`src/rtl/rfm_params.svh`:
```
// timing constants and field widths for the resolver fault monitor
`ifndef RFM_PARAMS_SVH
`define RFM_PARAMS_SVH
`define RFM_CLK_HZ          20000000
`define RFM_INTEG_DEGL_NS   5000
`define RFM_SEOV_DEGL_NS    10000
`define RFM_ILIM_DEGL_NS    5000
`define RFM_EXC_MASK_US     10000
`define RFM_INTEG_DEGL_CYC  ((`RFM_INTEG_DEGL_NS * (`RFM_CLK_HZ / 1000000)) / 1000)
`define RFM_SEOV_DEGL_CYC   ((`RFM_SEOV_DEGL_NS * (`RFM_CLK_HZ / 1000000)) / 1000)
`define RFM_ILIM_DEGL_CYC   ((`RFM_ILIM_DEGL_NS * (`RFM_CLK_HZ / 1000000)) / 1000)
`define RFM_EXC_MASK_CYC    (`RFM_EXC_MASK_US * (`RFM_CLK_HZ / 1000000))
`define RFM_DUTY_HIGH_PCT   80
`define RFM_DUTY_LOW_PCT    20
`define RFM_UV_AND_DIV      32
`define RFM_DEGL_W          8
`define RFM_DEGL_UNIT       20
`define RFM_UV_OR           2'h0
`define RFM_UV_AND          2'h1
`define RFM_UV_ANDOR        2'h2
`endif

```
`src/rtl/rfm_pkg.sv`:
```
// types for the resolver fault monitor
package rfm_pkg;
   typedef enum logic [2:0] {
      RFM_ST_OFF  = 3'b001,
      RFM_ST_MASK = 3'b010,
      RFM_ST_RUN  = 3'b100
   } rfm_exc_st_t;
endpackage

```
`src/rtl/rfm_deglitch.sv`:
```
// deglitch timer: output rises once the condition has held for limit_i cycles
`timescale 1ns/1ps
module rfm_deglitch #(
   parameter int CW = 18
) (
   // clock and reset
   input  wire logic          clk_i,
   input  wire logic          sys_rst_i,
   // condition and period
   input  wire logic          cond_i,
   input  wire logic [CW-1:0] limit_i,
   // qualified result
   output logic               qual_o
);
   logic [CW-1:0] cnt_ff;
   logic [CW-1:0] nxt_cnt;
   logic          qual_ff;
   logic          nxt_qual;

   always_comb begin
      nxt_cnt  = cnt_ff;
      nxt_qual = 1'b0;
      if (!cond_i) begin
         nxt_cnt = '0;
      end else if (cnt_ff + 1'b1 >= limit_i) begin
         nxt_qual = 1'b1;
      end else begin
         nxt_cnt = cnt_ff + 1'b1;
      end
   end

   always_ff @(posedge clk_i) begin
      if (sys_rst_i) begin
         cnt_ff  <= '0;
         qual_ff <= 1'b0;
      end else begin
         cnt_ff  <= nxt_cnt;
         qual_ff <= nxt_qual;
      end
   end

   assign qual_o = qual_ff;
endmodule

```
`src/rtl/rfm_monitor.sv`:
```
// resolver input and exciter fault monitor: deglitch, flags, exciter shutdown
`timescale 1ns/1ps
`include "rfm_params.svh"
module rfm_monitor
   import rfm_pkg::*;
#(
   parameter int N_IN      = 4,
   parameter int CW        = 18,
   parameter int MASK_CYC  = `RFM_EXC_MASK_CYC,
   parameter int DUTY_CW   = 16
) (
   // clock and reset
   input  wire logic                  clk_i,
   input  wire logic                  sys_rst_i,
   // comparator results from the analog side (asynchronous)
   input  wire logic [N_IN-1:0]       input_ov_high_cmp_i,
   input  wire logic [N_IN-1:0]       input_ov_low_cmp_i,
   input  wire logic [N_IN-1:0]       integrity_high_cmp_i,
   input  wire logic [N_IN-1:0]       integrity_low_cmp_i,
   input  wire logic                  sine_short_high_cmp_i,
   input  wire logic                  sine_short_low_cmp_i,
   input  wire logic                  cosine_short_high_cmp_i,
   input  wire logic                  cosine_short_low_cmp_i,
   input  wire logic                  sine_open_high_cmp_i,
   input  wire logic                  sine_open_low_cmp_i,
   input  wire logic                  cosine_open_high_cmp_i,
   input  wire logic                  cosine_open_low_cmp_i,
   input  wire logic                  loop_error_high_cmp_i,
   input  wire logic                  loop_error_low_cmp_i,
   input  wire logic                  ref_pulse_i,
   input  wire logic                  exciter_out_pos_ov_cmp_i,
   input  wire logic                  exciter_out_neg_ov_cmp_i,
   input  wire logic                  exciter_diff_ov_cmp_i,
   input  wire logic                  exciter_out_pos_uv_cmp_i,
   input  wire logic                  exciter_out_neg_uv_cmp_i,
   input  wire logic [1:0]            current_limit_high_cmp_i,
   input  wire logic [1:0]            current_limit_low_cmp_i,
   // configuration fields
   input  wire logic [`RFM_DEGL_W-1:0] input_short_deglitch_i,
   input  wire logic [`RFM_DEGL_W-1:0] mutual_short_deglitch_i,
   input  wire logic [`RFM_DEGL_W-1:0] open_deglitch_i,
   input  wire logic [`RFM_DEGL_W-1:0] loop_error_deglitch_i,
   input  wire logic [`RFM_DEGL_W-1:0] ref_duty_deglitch_i,
   input  wire logic [`RFM_DEGL_W-1:0] exciter_uv_deglitch_i,
   input  wire logic [`RFM_DEGL_W-1:0] exciter_ov_deglitch_i,
   input  wire logic [1:0]            uv_combine_select_i,
   input  wire logic                  exciter_mode_7v_i,
   input  wire logic [2:0]            current_limit_high_code_i,
   input  wire logic [2:0]            current_limit_low_code_i,
   // threshold selections passed to the analog comparators
   output logic                       exciter_mode_7v_o,
   output logic [2:0]                 current_limit_high_code_o,
   output logic [2:0]                 current_limit_low_code_o,
   // exciter control
   input  wire logic                  exciter_enable_i,
   input  wire logic                  flag_clear_i,
   output logic                       exciter_drive_en_o,
   // fault flags (sticky until flag_clear_i)
   output logic [N_IN-1:0]            input_high_short_flag_o,
   output logic [N_IN-1:0]            input_low_short_flag_o,
   output logic [N_IN-1:0]            integrity_high_flag_o,
   output logic [N_IN-1:0]            integrity_low_flag_o,
   output logic                       mutual_short_flag_o,
   output logic                       sine_open_high_flag_o,
   output logic                       sine_open_low_flag_o,
   output logic                       cosine_open_high_flag_o,
   output logic                       cosine_open_low_flag_o,
   output logic                       loop_stability_flag_o,
   output logic                       ref_duty_high_flag_o,
   output logic                       ref_duty_low_flag_o,
   output logic                       exciter_uv_flag_o,
   output logic                       exciter_ov_flag_o,
   output logic                       current_limit_flag_o,
   output logic                       exciter_se_ov_flag_o,
   output logic                       fault_o
);
   localparam int NC  = 4 * N_IN + 23;
   localparam int NF  = 4 * N_IN + 12;
   localparam int UNI = `RFM_DEGL_UNIT;

   // raw comparator vector, index map shared by sync and deglitch; the flags are repacked in set_vec
   logic [NC-1:0] raw;
   logic [NC-1:0] sync1_ff;
   logic [NC-1:0] sync2_ff;
   logic [NC-1:0] cond;
   logic [NC-1:0] qual;
   logic [CW-1:0] limit [NC];

   assign raw = {current_limit_low_cmp_i, current_limit_high_cmp_i,
                 exciter_out_neg_uv_cmp_i, exciter_out_pos_uv_cmp_i,
                 exciter_diff_ov_cmp_i, exciter_out_neg_ov_cmp_i,
                 exciter_out_pos_ov_cmp_i, ref_pulse_i,
                 loop_error_low_cmp_i, loop_error_high_cmp_i,
                 cosine_open_low_cmp_i, cosine_open_high_cmp_i,
                 sine_open_low_cmp_i, sine_open_high_cmp_i,
                 cosine_short_low_cmp_i, cosine_short_high_cmp_i,
                 sine_short_low_cmp_i, sine_short_high_cmp_i,
                 2'b00, 1'b0,
                 integrity_low_cmp_i, integrity_high_cmp_i,
                 input_ov_low_cmp_i, input_ov_high_cmp_i};

   localparam int I_SSH = 4 * N_IN + 3;
   localparam int I_OPN = I_SSH + 4;
   localparam int I_LPE = I_OPN + 4;
   localparam int I_REF = I_LPE + 2;
   localparam int I_SEO = I_REF + 1;
   localparam int I_DOV = I_SEO + 2;
   localparam int I_UVP = I_DOV + 1;
   localparam int I_ILM = I_UVP + 2;

   always_ff @(posedge clk_i) begin
      if (sys_rst_i) begin
         sync1_ff <= '0;
         sync2_ff <= '0;
      end else begin
         sync1_ff <= raw;
         sync2_ff <= sync1_ff;
      end
   end

   // exciter enable mask sequencer
   rfm_exc_st_t   st_ff;
   rfm_exc_st_t   nxt_st;
   logic [31:0]   mcnt_ff;
   logic [31:0]   nxt_mcnt;
   logic          seov_trip;
   logic          exc_diag_on;

   always_comb begin
      nxt_st   = st_ff;
      nxt_mcnt = mcnt_ff;
      case (st_ff)
         RFM_ST_OFF: begin
            nxt_mcnt = '0;
            if (exciter_enable_i) begin
               nxt_st = RFM_ST_MASK;
            end
         end
         RFM_ST_MASK: begin
            nxt_mcnt = mcnt_ff + 32'h0000_0001;
            if (!exciter_enable_i) begin
               nxt_st = RFM_ST_OFF;
            end else if (mcnt_ff + 32'h0000_0001 >= 32'(MASK_CYC)) begin
               nxt_st = RFM_ST_RUN;
            end
         end
         RFM_ST_RUN: begin
            if (!exciter_enable_i) begin
               nxt_st = RFM_ST_OFF;
            end
         end
         default: begin
            nxt_st = RFM_ST_OFF;
         end
      endcase
   end

   always_ff @(posedge clk_i) begin
      if (sys_rst_i) begin
         st_ff   <= RFM_ST_OFF;
         mcnt_ff <= '0;
      end else begin
         st_ff   <= nxt_st;
         mcnt_ff <= nxt_mcnt;
      end
   end

   assign exc_diag_on = (st_ff == RFM_ST_RUN);

   // duty measurement of the reference pulse over a fixed, repeating window
   logic [DUTY_CW-1:0] dwin_ff;
   logic [DUTY_CW-1:0] dhigh_ff;
   logic [DUTY_CW-1:0] nxt_dwin;
   logic [DUTY_CW-1:0] nxt_dhigh;
   logic               duty_hi_ff;
   logic               duty_lo_ff;
   logic               nxt_duty_hi;
   logic               nxt_duty_lo;

   // window of 2**DUTY_CW cycles covers several exciter periods
   always_comb begin
      nxt_dwin    = dwin_ff + 1'b1;
      nxt_dhigh   = dhigh_ff + DUTY_CW'(sync2_ff[I_REF]);
      nxt_duty_hi = duty_hi_ff;
      nxt_duty_lo = duty_lo_ff;
      if (&dwin_ff) begin
         nxt_duty_hi = ({7'h00, dhigh_ff} * 100) > ({7'h00, dwin_ff} * `RFM_DUTY_HIGH_PCT);
         nxt_duty_lo = ({7'h00, dhigh_ff} * 100) < ({7'h00, dwin_ff} * `RFM_DUTY_LOW_PCT);
         nxt_dhigh   = '0;
      end
   end

   always_ff @(posedge clk_i) begin
      if (sys_rst_i) begin
         dwin_ff    <= '0;
         dhigh_ff   <= '0;
         duty_hi_ff <= 1'b0;
         duty_lo_ff <= 1'b0;
      end else begin
         dwin_ff    <= nxt_dwin;
         dhigh_ff   <= nxt_dhigh;
         duty_hi_ff <= nxt_duty_hi;
         duty_lo_ff <= nxt_duty_lo;
      end
   end

   // deglitch conditions and periods per channel
   logic [CW-1:0] uv_or_lim;
   logic [CW-1:0] uv_and_lim;
   logic          uv_either;
   logic          uv_both;
   logic          uv_fault;

   assign uv_or_lim  = CW'(exciter_uv_deglitch_i) * CW'(UNI);
   assign uv_and_lim = (uv_or_lim / CW'(`RFM_UV_AND_DIV)) + CW'(1);
   assign uv_either  = qual[I_UVP];
   assign uv_both    = qual[I_UVP + 1];

   always_comb begin
      cond = sync2_ff;
      for (int k = 0; k < NC; k++) begin
         limit[k] = CW'(1);
      end
      for (int k = 0; k < N_IN; k++) begin
         limit[k]          = CW'(input_short_deglitch_i) * CW'(UNI);
         limit[N_IN + k]   = CW'(input_short_deglitch_i) * CW'(UNI);
         limit[2*N_IN + k] = CW'(`RFM_INTEG_DEGL_CYC);
         limit[3*N_IN + k] = CW'(`RFM_INTEG_DEGL_CYC);
      end
      // spare slots hold the mutual short and duty conditions
      cond[4*N_IN]      = |sync2_ff[I_SSH +: 4];
      limit[4*N_IN]     = CW'(mutual_short_deglitch_i) * CW'(UNI);
      cond[4*N_IN + 1]  = duty_hi_ff & exc_diag_on;
      limit[4*N_IN + 1] = CW'(ref_duty_deglitch_i) * CW'(UNI);
      cond[4*N_IN + 2]  = duty_lo_ff & exc_diag_on;
      limit[4*N_IN + 2] = CW'(ref_duty_deglitch_i) * CW'(UNI);
      for (int k = 0; k < 4; k++) begin
         cond[I_SSH + k]  = 1'b0;
         limit[I_OPN + k] = CW'(open_deglitch_i) * CW'(UNI);
      end
      cond[I_LPE]      = |sync2_ff[I_LPE +: 2];
      cond[I_LPE + 1]  = 1'b0;
      limit[I_LPE]     = CW'(loop_error_deglitch_i) * CW'(UNI);
      cond[I_REF]      = 1'b0;
      cond[I_SEO]      = |sync2_ff[I_SEO +: 2] & exc_diag_on;
      cond[I_SEO + 1]  = 1'b0;
      limit[I_SEO]     = CW'(`RFM_SEOV_DEGL_CYC);
      cond[I_DOV]      = sync2_ff[I_DOV] & exc_diag_on;
      limit[I_DOV]     = CW'(exciter_ov_deglitch_i) * CW'(UNI);
      cond[I_UVP]      = |sync2_ff[I_UVP +: 2] & exc_diag_on;
      limit[I_UVP]     = uv_or_lim;
      cond[I_UVP + 1]  = &sync2_ff[I_UVP +: 2] & exc_diag_on;
      limit[I_UVP + 1] = uv_and_lim;
      cond[I_ILM]      = |sync2_ff[I_ILM +: 4] & exc_diag_on;
      limit[I_ILM]     = CW'(`RFM_ILIM_DEGL_CYC);
      for (int k = 1; k < 4; k++) begin
         cond[I_ILM + k] = 1'b0;
      end
   end

   for (genvar g = 0; g < NC; g++) begin : g_degl
      rfm_deglitch #(.CW(CW)) u_degl (
         .clk_i     (clk_i),
         .sys_rst_i (sys_rst_i),
         .cond_i    (cond[g]),
         .limit_i   (limit[g]),
         .qual_o    (qual[g])
      );
   end

   // combine the two undervoltage paths per the select field
   always_comb begin
      case (uv_combine_select_i)
         `RFM_UV_OR:    uv_fault = uv_either;
         `RFM_UV_AND:   uv_fault = uv_both;
         `RFM_UV_ANDOR: uv_fault = uv_either | uv_both;
         default:       uv_fault = uv_either;
      endcase
   end

   // sticky flags: a new event wins over a clear in the same cycle
   logic [NF-1:0] set_vec;
   logic [NF-1:0] flag_ff;
   logic [NF-1:0] nxt_flag;

   assign set_vec = {qual[I_SEO], qual[I_ILM], qual[I_DOV], uv_fault,
                     qual[4*N_IN + 2], qual[4*N_IN + 1], qual[I_LPE],
                     qual[I_OPN +: 4], qual[4*N_IN], qual[4*N_IN-1:0]};

   always_comb begin
      nxt_flag = flag_clear_i ? '0 : flag_ff;
      nxt_flag = nxt_flag | set_vec;
   end

   always_ff @(posedge clk_i) begin
      if (sys_rst_i) begin
         flag_ff <= '0;
      end else begin
         flag_ff <= nxt_flag;
      end
   end

   assign seov_trip = flag_ff[NF-1];

   assign input_high_short_flag_o = flag_ff[0 +: N_IN];
   assign input_low_short_flag_o  = flag_ff[N_IN +: N_IN];
   assign integrity_high_flag_o   = flag_ff[2*N_IN +: N_IN];
   assign integrity_low_flag_o    = flag_ff[3*N_IN +: N_IN];
   assign mutual_short_flag_o     = flag_ff[4*N_IN];
   assign sine_open_high_flag_o   = flag_ff[4*N_IN + 1];
   assign sine_open_low_flag_o    = flag_ff[4*N_IN + 2];
   assign cosine_open_high_flag_o = flag_ff[4*N_IN + 3];
   assign cosine_open_low_flag_o  = flag_ff[4*N_IN + 4];
   assign loop_stability_flag_o   = flag_ff[4*N_IN + 5];
   assign ref_duty_high_flag_o    = flag_ff[4*N_IN + 6];
   assign ref_duty_low_flag_o     = flag_ff[4*N_IN + 7];
   assign exciter_uv_flag_o       = flag_ff[4*N_IN + 8];
   assign exciter_ov_flag_o       = flag_ff[4*N_IN + 9];
   assign current_limit_flag_o    = flag_ff[4*N_IN + 10];
   assign exciter_se_ov_flag_o    = seov_trip;
   assign fault_o                 = |flag_ff;

   // single-ended over-voltage trip keeps the exciter off until the flag is cleared
   assign exciter_drive_en_o = exciter_enable_i & ~seov_trip;

   // threshold selections go straight to the comparators
   assign exciter_mode_7v_o         = exciter_mode_7v_i;
   assign current_limit_high_code_o = current_limit_high_code_i;
   assign current_limit_low_code_o  = current_limit_low_code_i;
endmodule

```
`config.mk`:
```
export PLATFORM = sky130hd
export DESIGN_NAME = rfm_monitor
export DESIGN_NICKNAME = d
export VERILOG_FILES = /design/src/rtl/rfm_pkg.sv /design/src/rtl/rfm_deglitch.sv /design/src/rtl/rfm_monitor.sv
export VERILOG_INCLUDE_DIRS = /design/src /design/src/rtl
export SDC_FILE = /design/constraint.sdc
export NUM_CORES = 2
export LEC_CHECK = 0
export BUFFER_PORTS_ARGS = -buffer_cell sky130_fd_sc_hd__buf_2
export CORE_MARGIN = 3
export CORE_UTILIZATION = 40
export DETAILED_ROUTE_END_ITERATION = 10
export PLACE_DENSITY = 0.69
export SLEW_MARGIN = 20
export SYNTH_ARGS = -nofsm -noshare
export SYNTH_HDL_FRONTEND = slang
export SYNTH_HIERARCHICAL = 1
export SYNTH_SLANG_ARGS = --single-unit
```
`constraint.sdc`:
```
create_clock -name clk_i -period 4.25 [get_ports clk_i]
set_input_delay 1.0625 -clock clk_i [delete_from_list [all_inputs] [get_ports clk_i]]
set_output_delay 1.0625 -clock clk_i [all_outputs]
set_load 0.02 [all_outputs]
```
==> metrics.txt <==
P_int 13.33 mW; ys async rst share 0%; P_leak 29.41 nW; Post-synth EDFFs 0; post-DR wirelength/cell 13.60 µm; Total Wirelength 137,700 µm; failing checks setup timing; commonest non-fill, non-tap cell in the layout nand2_1; synthesized area 0.06132 mm²; Ys Warns 6; Req. time, crit path 4820 ps; Critical Path AT 4940 ps; Sw Share 25.22%; most frequent cells in the layout nand2_1, inv_1, ha_1; Die X-Extent 397.5 µm; die area 0.1580 mm²; final setup vio count 2; synthesized flop and latch total 720; IO buf count 127; Final Non-Filler Cells 10,130; CTS tree built; pwr dens 248.3 mW/mm²; Core ar. 0.1521 mm²; grt total ovfl 0; Non-Filler Cell Area, Final 0.07177 mm²; Root Driver clkbuf_16; Max clock buf depth 3; Worst VDD drop 261.5 µV; post-detail-place hpwl 103,200 µm; placed cell area 0.06776 mm²; filler instances 14,480; max_cap viols 0; total track usage 16.90%; worst-margin pin slew 962.1 ps; I/O pin total 142; via count 51,350; Avg Inst Size Synth 8.387 µm²; GPL Wtd Cong 0.8328; Final min period 4370 ps; post-synthesis sequential area ratio 23.51%; Seq pwr share 38.3%; chip height 397.5 µm; share of layout cells above drive strength 1 13.40%; max-slew violations 0; placed cells 9,941; drt pass-1 iters 6; Critical Path Sink Type flop; switching pwr 4.495 mW; global-route wire length before repair 231,300 µm; final period utilization 102.8%; num rows 143; Hold Slack 431.8 ps; Hold Crit Class flop to flop; combinational share of power 12.1%; clk_skew 28.02 ps; synthesized instance count 7,311; nets@finish 8,899; Routed Antenna Nets 0; vias in the first global route 49,630; initial antenna violation count 8; FMAX 228.9 MHz; Setup CP Type flop to flop; final hold violation count 0; RSZ-0062 raised after global routing true; Netlist cell types 86; Remaining DRCs 0; Clk Latency, worst-skew pair 690 ps; max_slew headroom 35.86%; Num CTS Buffers 93; area grow syn2layout 17.05%; status finished, violations left; Startpoint Class flop; Starting Density 40.32%; CP Max Fanout 4; depth of the CTS H-tree 3; largest net degree at the start of global routing 64; Iter 0 DRT Violations 2,592; Clock Sinks 720; mean number of vias per cell 5.071; final worst setup slack -119.7 ps; Top FF cell, synth dfxtp_1; clock share of power 49.6%; Worst-path clk slew 60 ps
==> state kept, by name (all words and copies together), names as in the netlist <==
signal / count
dhigh_ff: 16
duty_hi_ff: 1
duty_lo_ff: 1
dwin_ff: 16
flag_ff: 28
g_degl.u_degl/cnt_ff: 522
g_degl.u_degl/qual_o: 29
mcnt_ff: 32
st_ff: 3
sync1_ff: 36
sync2_ff: 36
==> through the flow <==
stage | util [%] | total power, mW | setup TNS, ps | worst slack [ps]
final | 47.19 | 17.82 | -234.7 | -119.7
after global routing | 47.18 | 18.65 | -622.2 | -292.8
after CTS | 46.98 | 18.13 | -63.88 | -56.19
after detailed placement | 44.55 | 9.106 | -124950 | -500.5
after global placement | 44.55 | 9.015 | -102220 | -441.5
after floorplan | - | 8.381 | -668.0 | -69.28
==> synthesized netlist by cell type, drive strengths merged, types with 18 or more instances <==
library cell / instances / area (µm²)
a2111oi: 90 / 1411
a211oi: 414 / 3118
a21o: 77 / 578.1
a21oi: 349 / 1856
and2: 40 / 250.2
and3: 44 / 275.3
buf: 133 / 833.3
clkbuf: 116 / 435.4
dfxtp: 720 / 14410
fa: 19 / 380.4
ha: 760 / 9509
inv: 785 / 2947
mux2i: 524 / 5245
nand2: 872 / 3281
nand2b: 533 / 3334
nand3: 258 / 1321
nand4: 159 / 1031
nor2: 179 / 681.9
nor2b: 149 / 932.1
nor3: 109 / 723.2
nor4: 18 / 133.9
o211a: 29 / 290.3
o21a: 73 / 548.0
o21ai: 51 / 255.3
o21bai: 45 / 664.4
o221ai: 59 / 879.6
or2: 62 / 387.9
xnor2: 418 / 3661
xor2: 149 / 1305
==> power by group through the flow <==
stage                     registers, mW  logic, mW  clock network, mW
final                              6.82       2.16               8.85
after global routing               6.82       2.45               9.38
after CTS                          6.82       2.16               9.15
after detailed placement           6.97       2.14                  0
after global placement             6.97       2.05                  0
after floorplan                    6.96       1.42                  0
==> worst max-delay path, cell delays in order, from the launching register on <==
cell	delay [ps]
dfxtp_4	360
ha_4	270
ha_4	190
fa_1	560
ha_4	220
nor2b_4	120
o21a_1	210
o21ai_4	210
a2111oi_4	120
buf_4	150
buf_4	130
nor3_1	160
nor2_1	90
ha_1	310
nand4_1	120
or3b_4	400
or3_4	400
mux2i_1	150
o31ai_1	80
==> logic make-up after synthesis <==
family	Yosys count	synth area share (%)
AOI/OAI and AO/OA	1234	16.29
and+or+nand+nor	2449	20.50
buffers and inverters	1034	6.875
muxes	525	8.573
adders and majority gates	780	16.15
DFF	720	23.51
xor gates and xnor gates	567	8.099
other	2	0.01225
==> repair_timing <==
| action | 4_1_cts | 5_1_grt |
|---|---|---|
| buffers inserted | 5 | 4 |
| setup endpoints to repair | 2 | 85 |
| pin swaps | 23 | 19 |
| resized for setup | 41 | 47 |
| hold buffers | 0 | 0 |
| endpoints found under the hold margin | 0 | 0 |
==> path summary, 6_finish.rpt <==
kind | start | end | slack [ps] | depth (start not counted)
max | dhigh_ff[3] | duty_hi_ff | -120 | 18
min | sync1_ff[37] | sync2_ff[37] | 430 | 1
max reg2reg | dhigh_ff[3] | duty_hi_ff | -120 | 18
min reg2reg | sync1_ff[37] | sync2_ff[37] | 430 | 1
==> metal layers <==
layer / up-vias / wire [µm] / track usage (%)
met1: 24000 / 64450 / 22.04
met3: 181 / 5392 / 2.386
met5: - / 0 / 0
met2: 678 / 64810 / 28.86
met4: 0 / 3053 / 4.943
li1: 26480 / - / -
==> layout make-up <==
| cell class | count | area (µm²) | share of cell area, % |
|---|---|---|---|
| Tap cell | 2030 | 2540 | 3.539 |
| Clock buffer | 127 | 2710 | 3.776 |
| Sequential cell | 720 | 14440 | 20.11 |
| Multi-Input combinational cell | 5871 | 44520 | 62.03 |
| Antenna cell | 4 | 10.01 | 0.01395 |
| Timing Repair Buffer | 544 | 3880 | 5.406 |
| Inverter | 785 | 2947 | 4.106 |
| Clock inverter | 44 | 728.2 | 1.015 |
No activity file was read; power rests on OpenSTA's default activity.
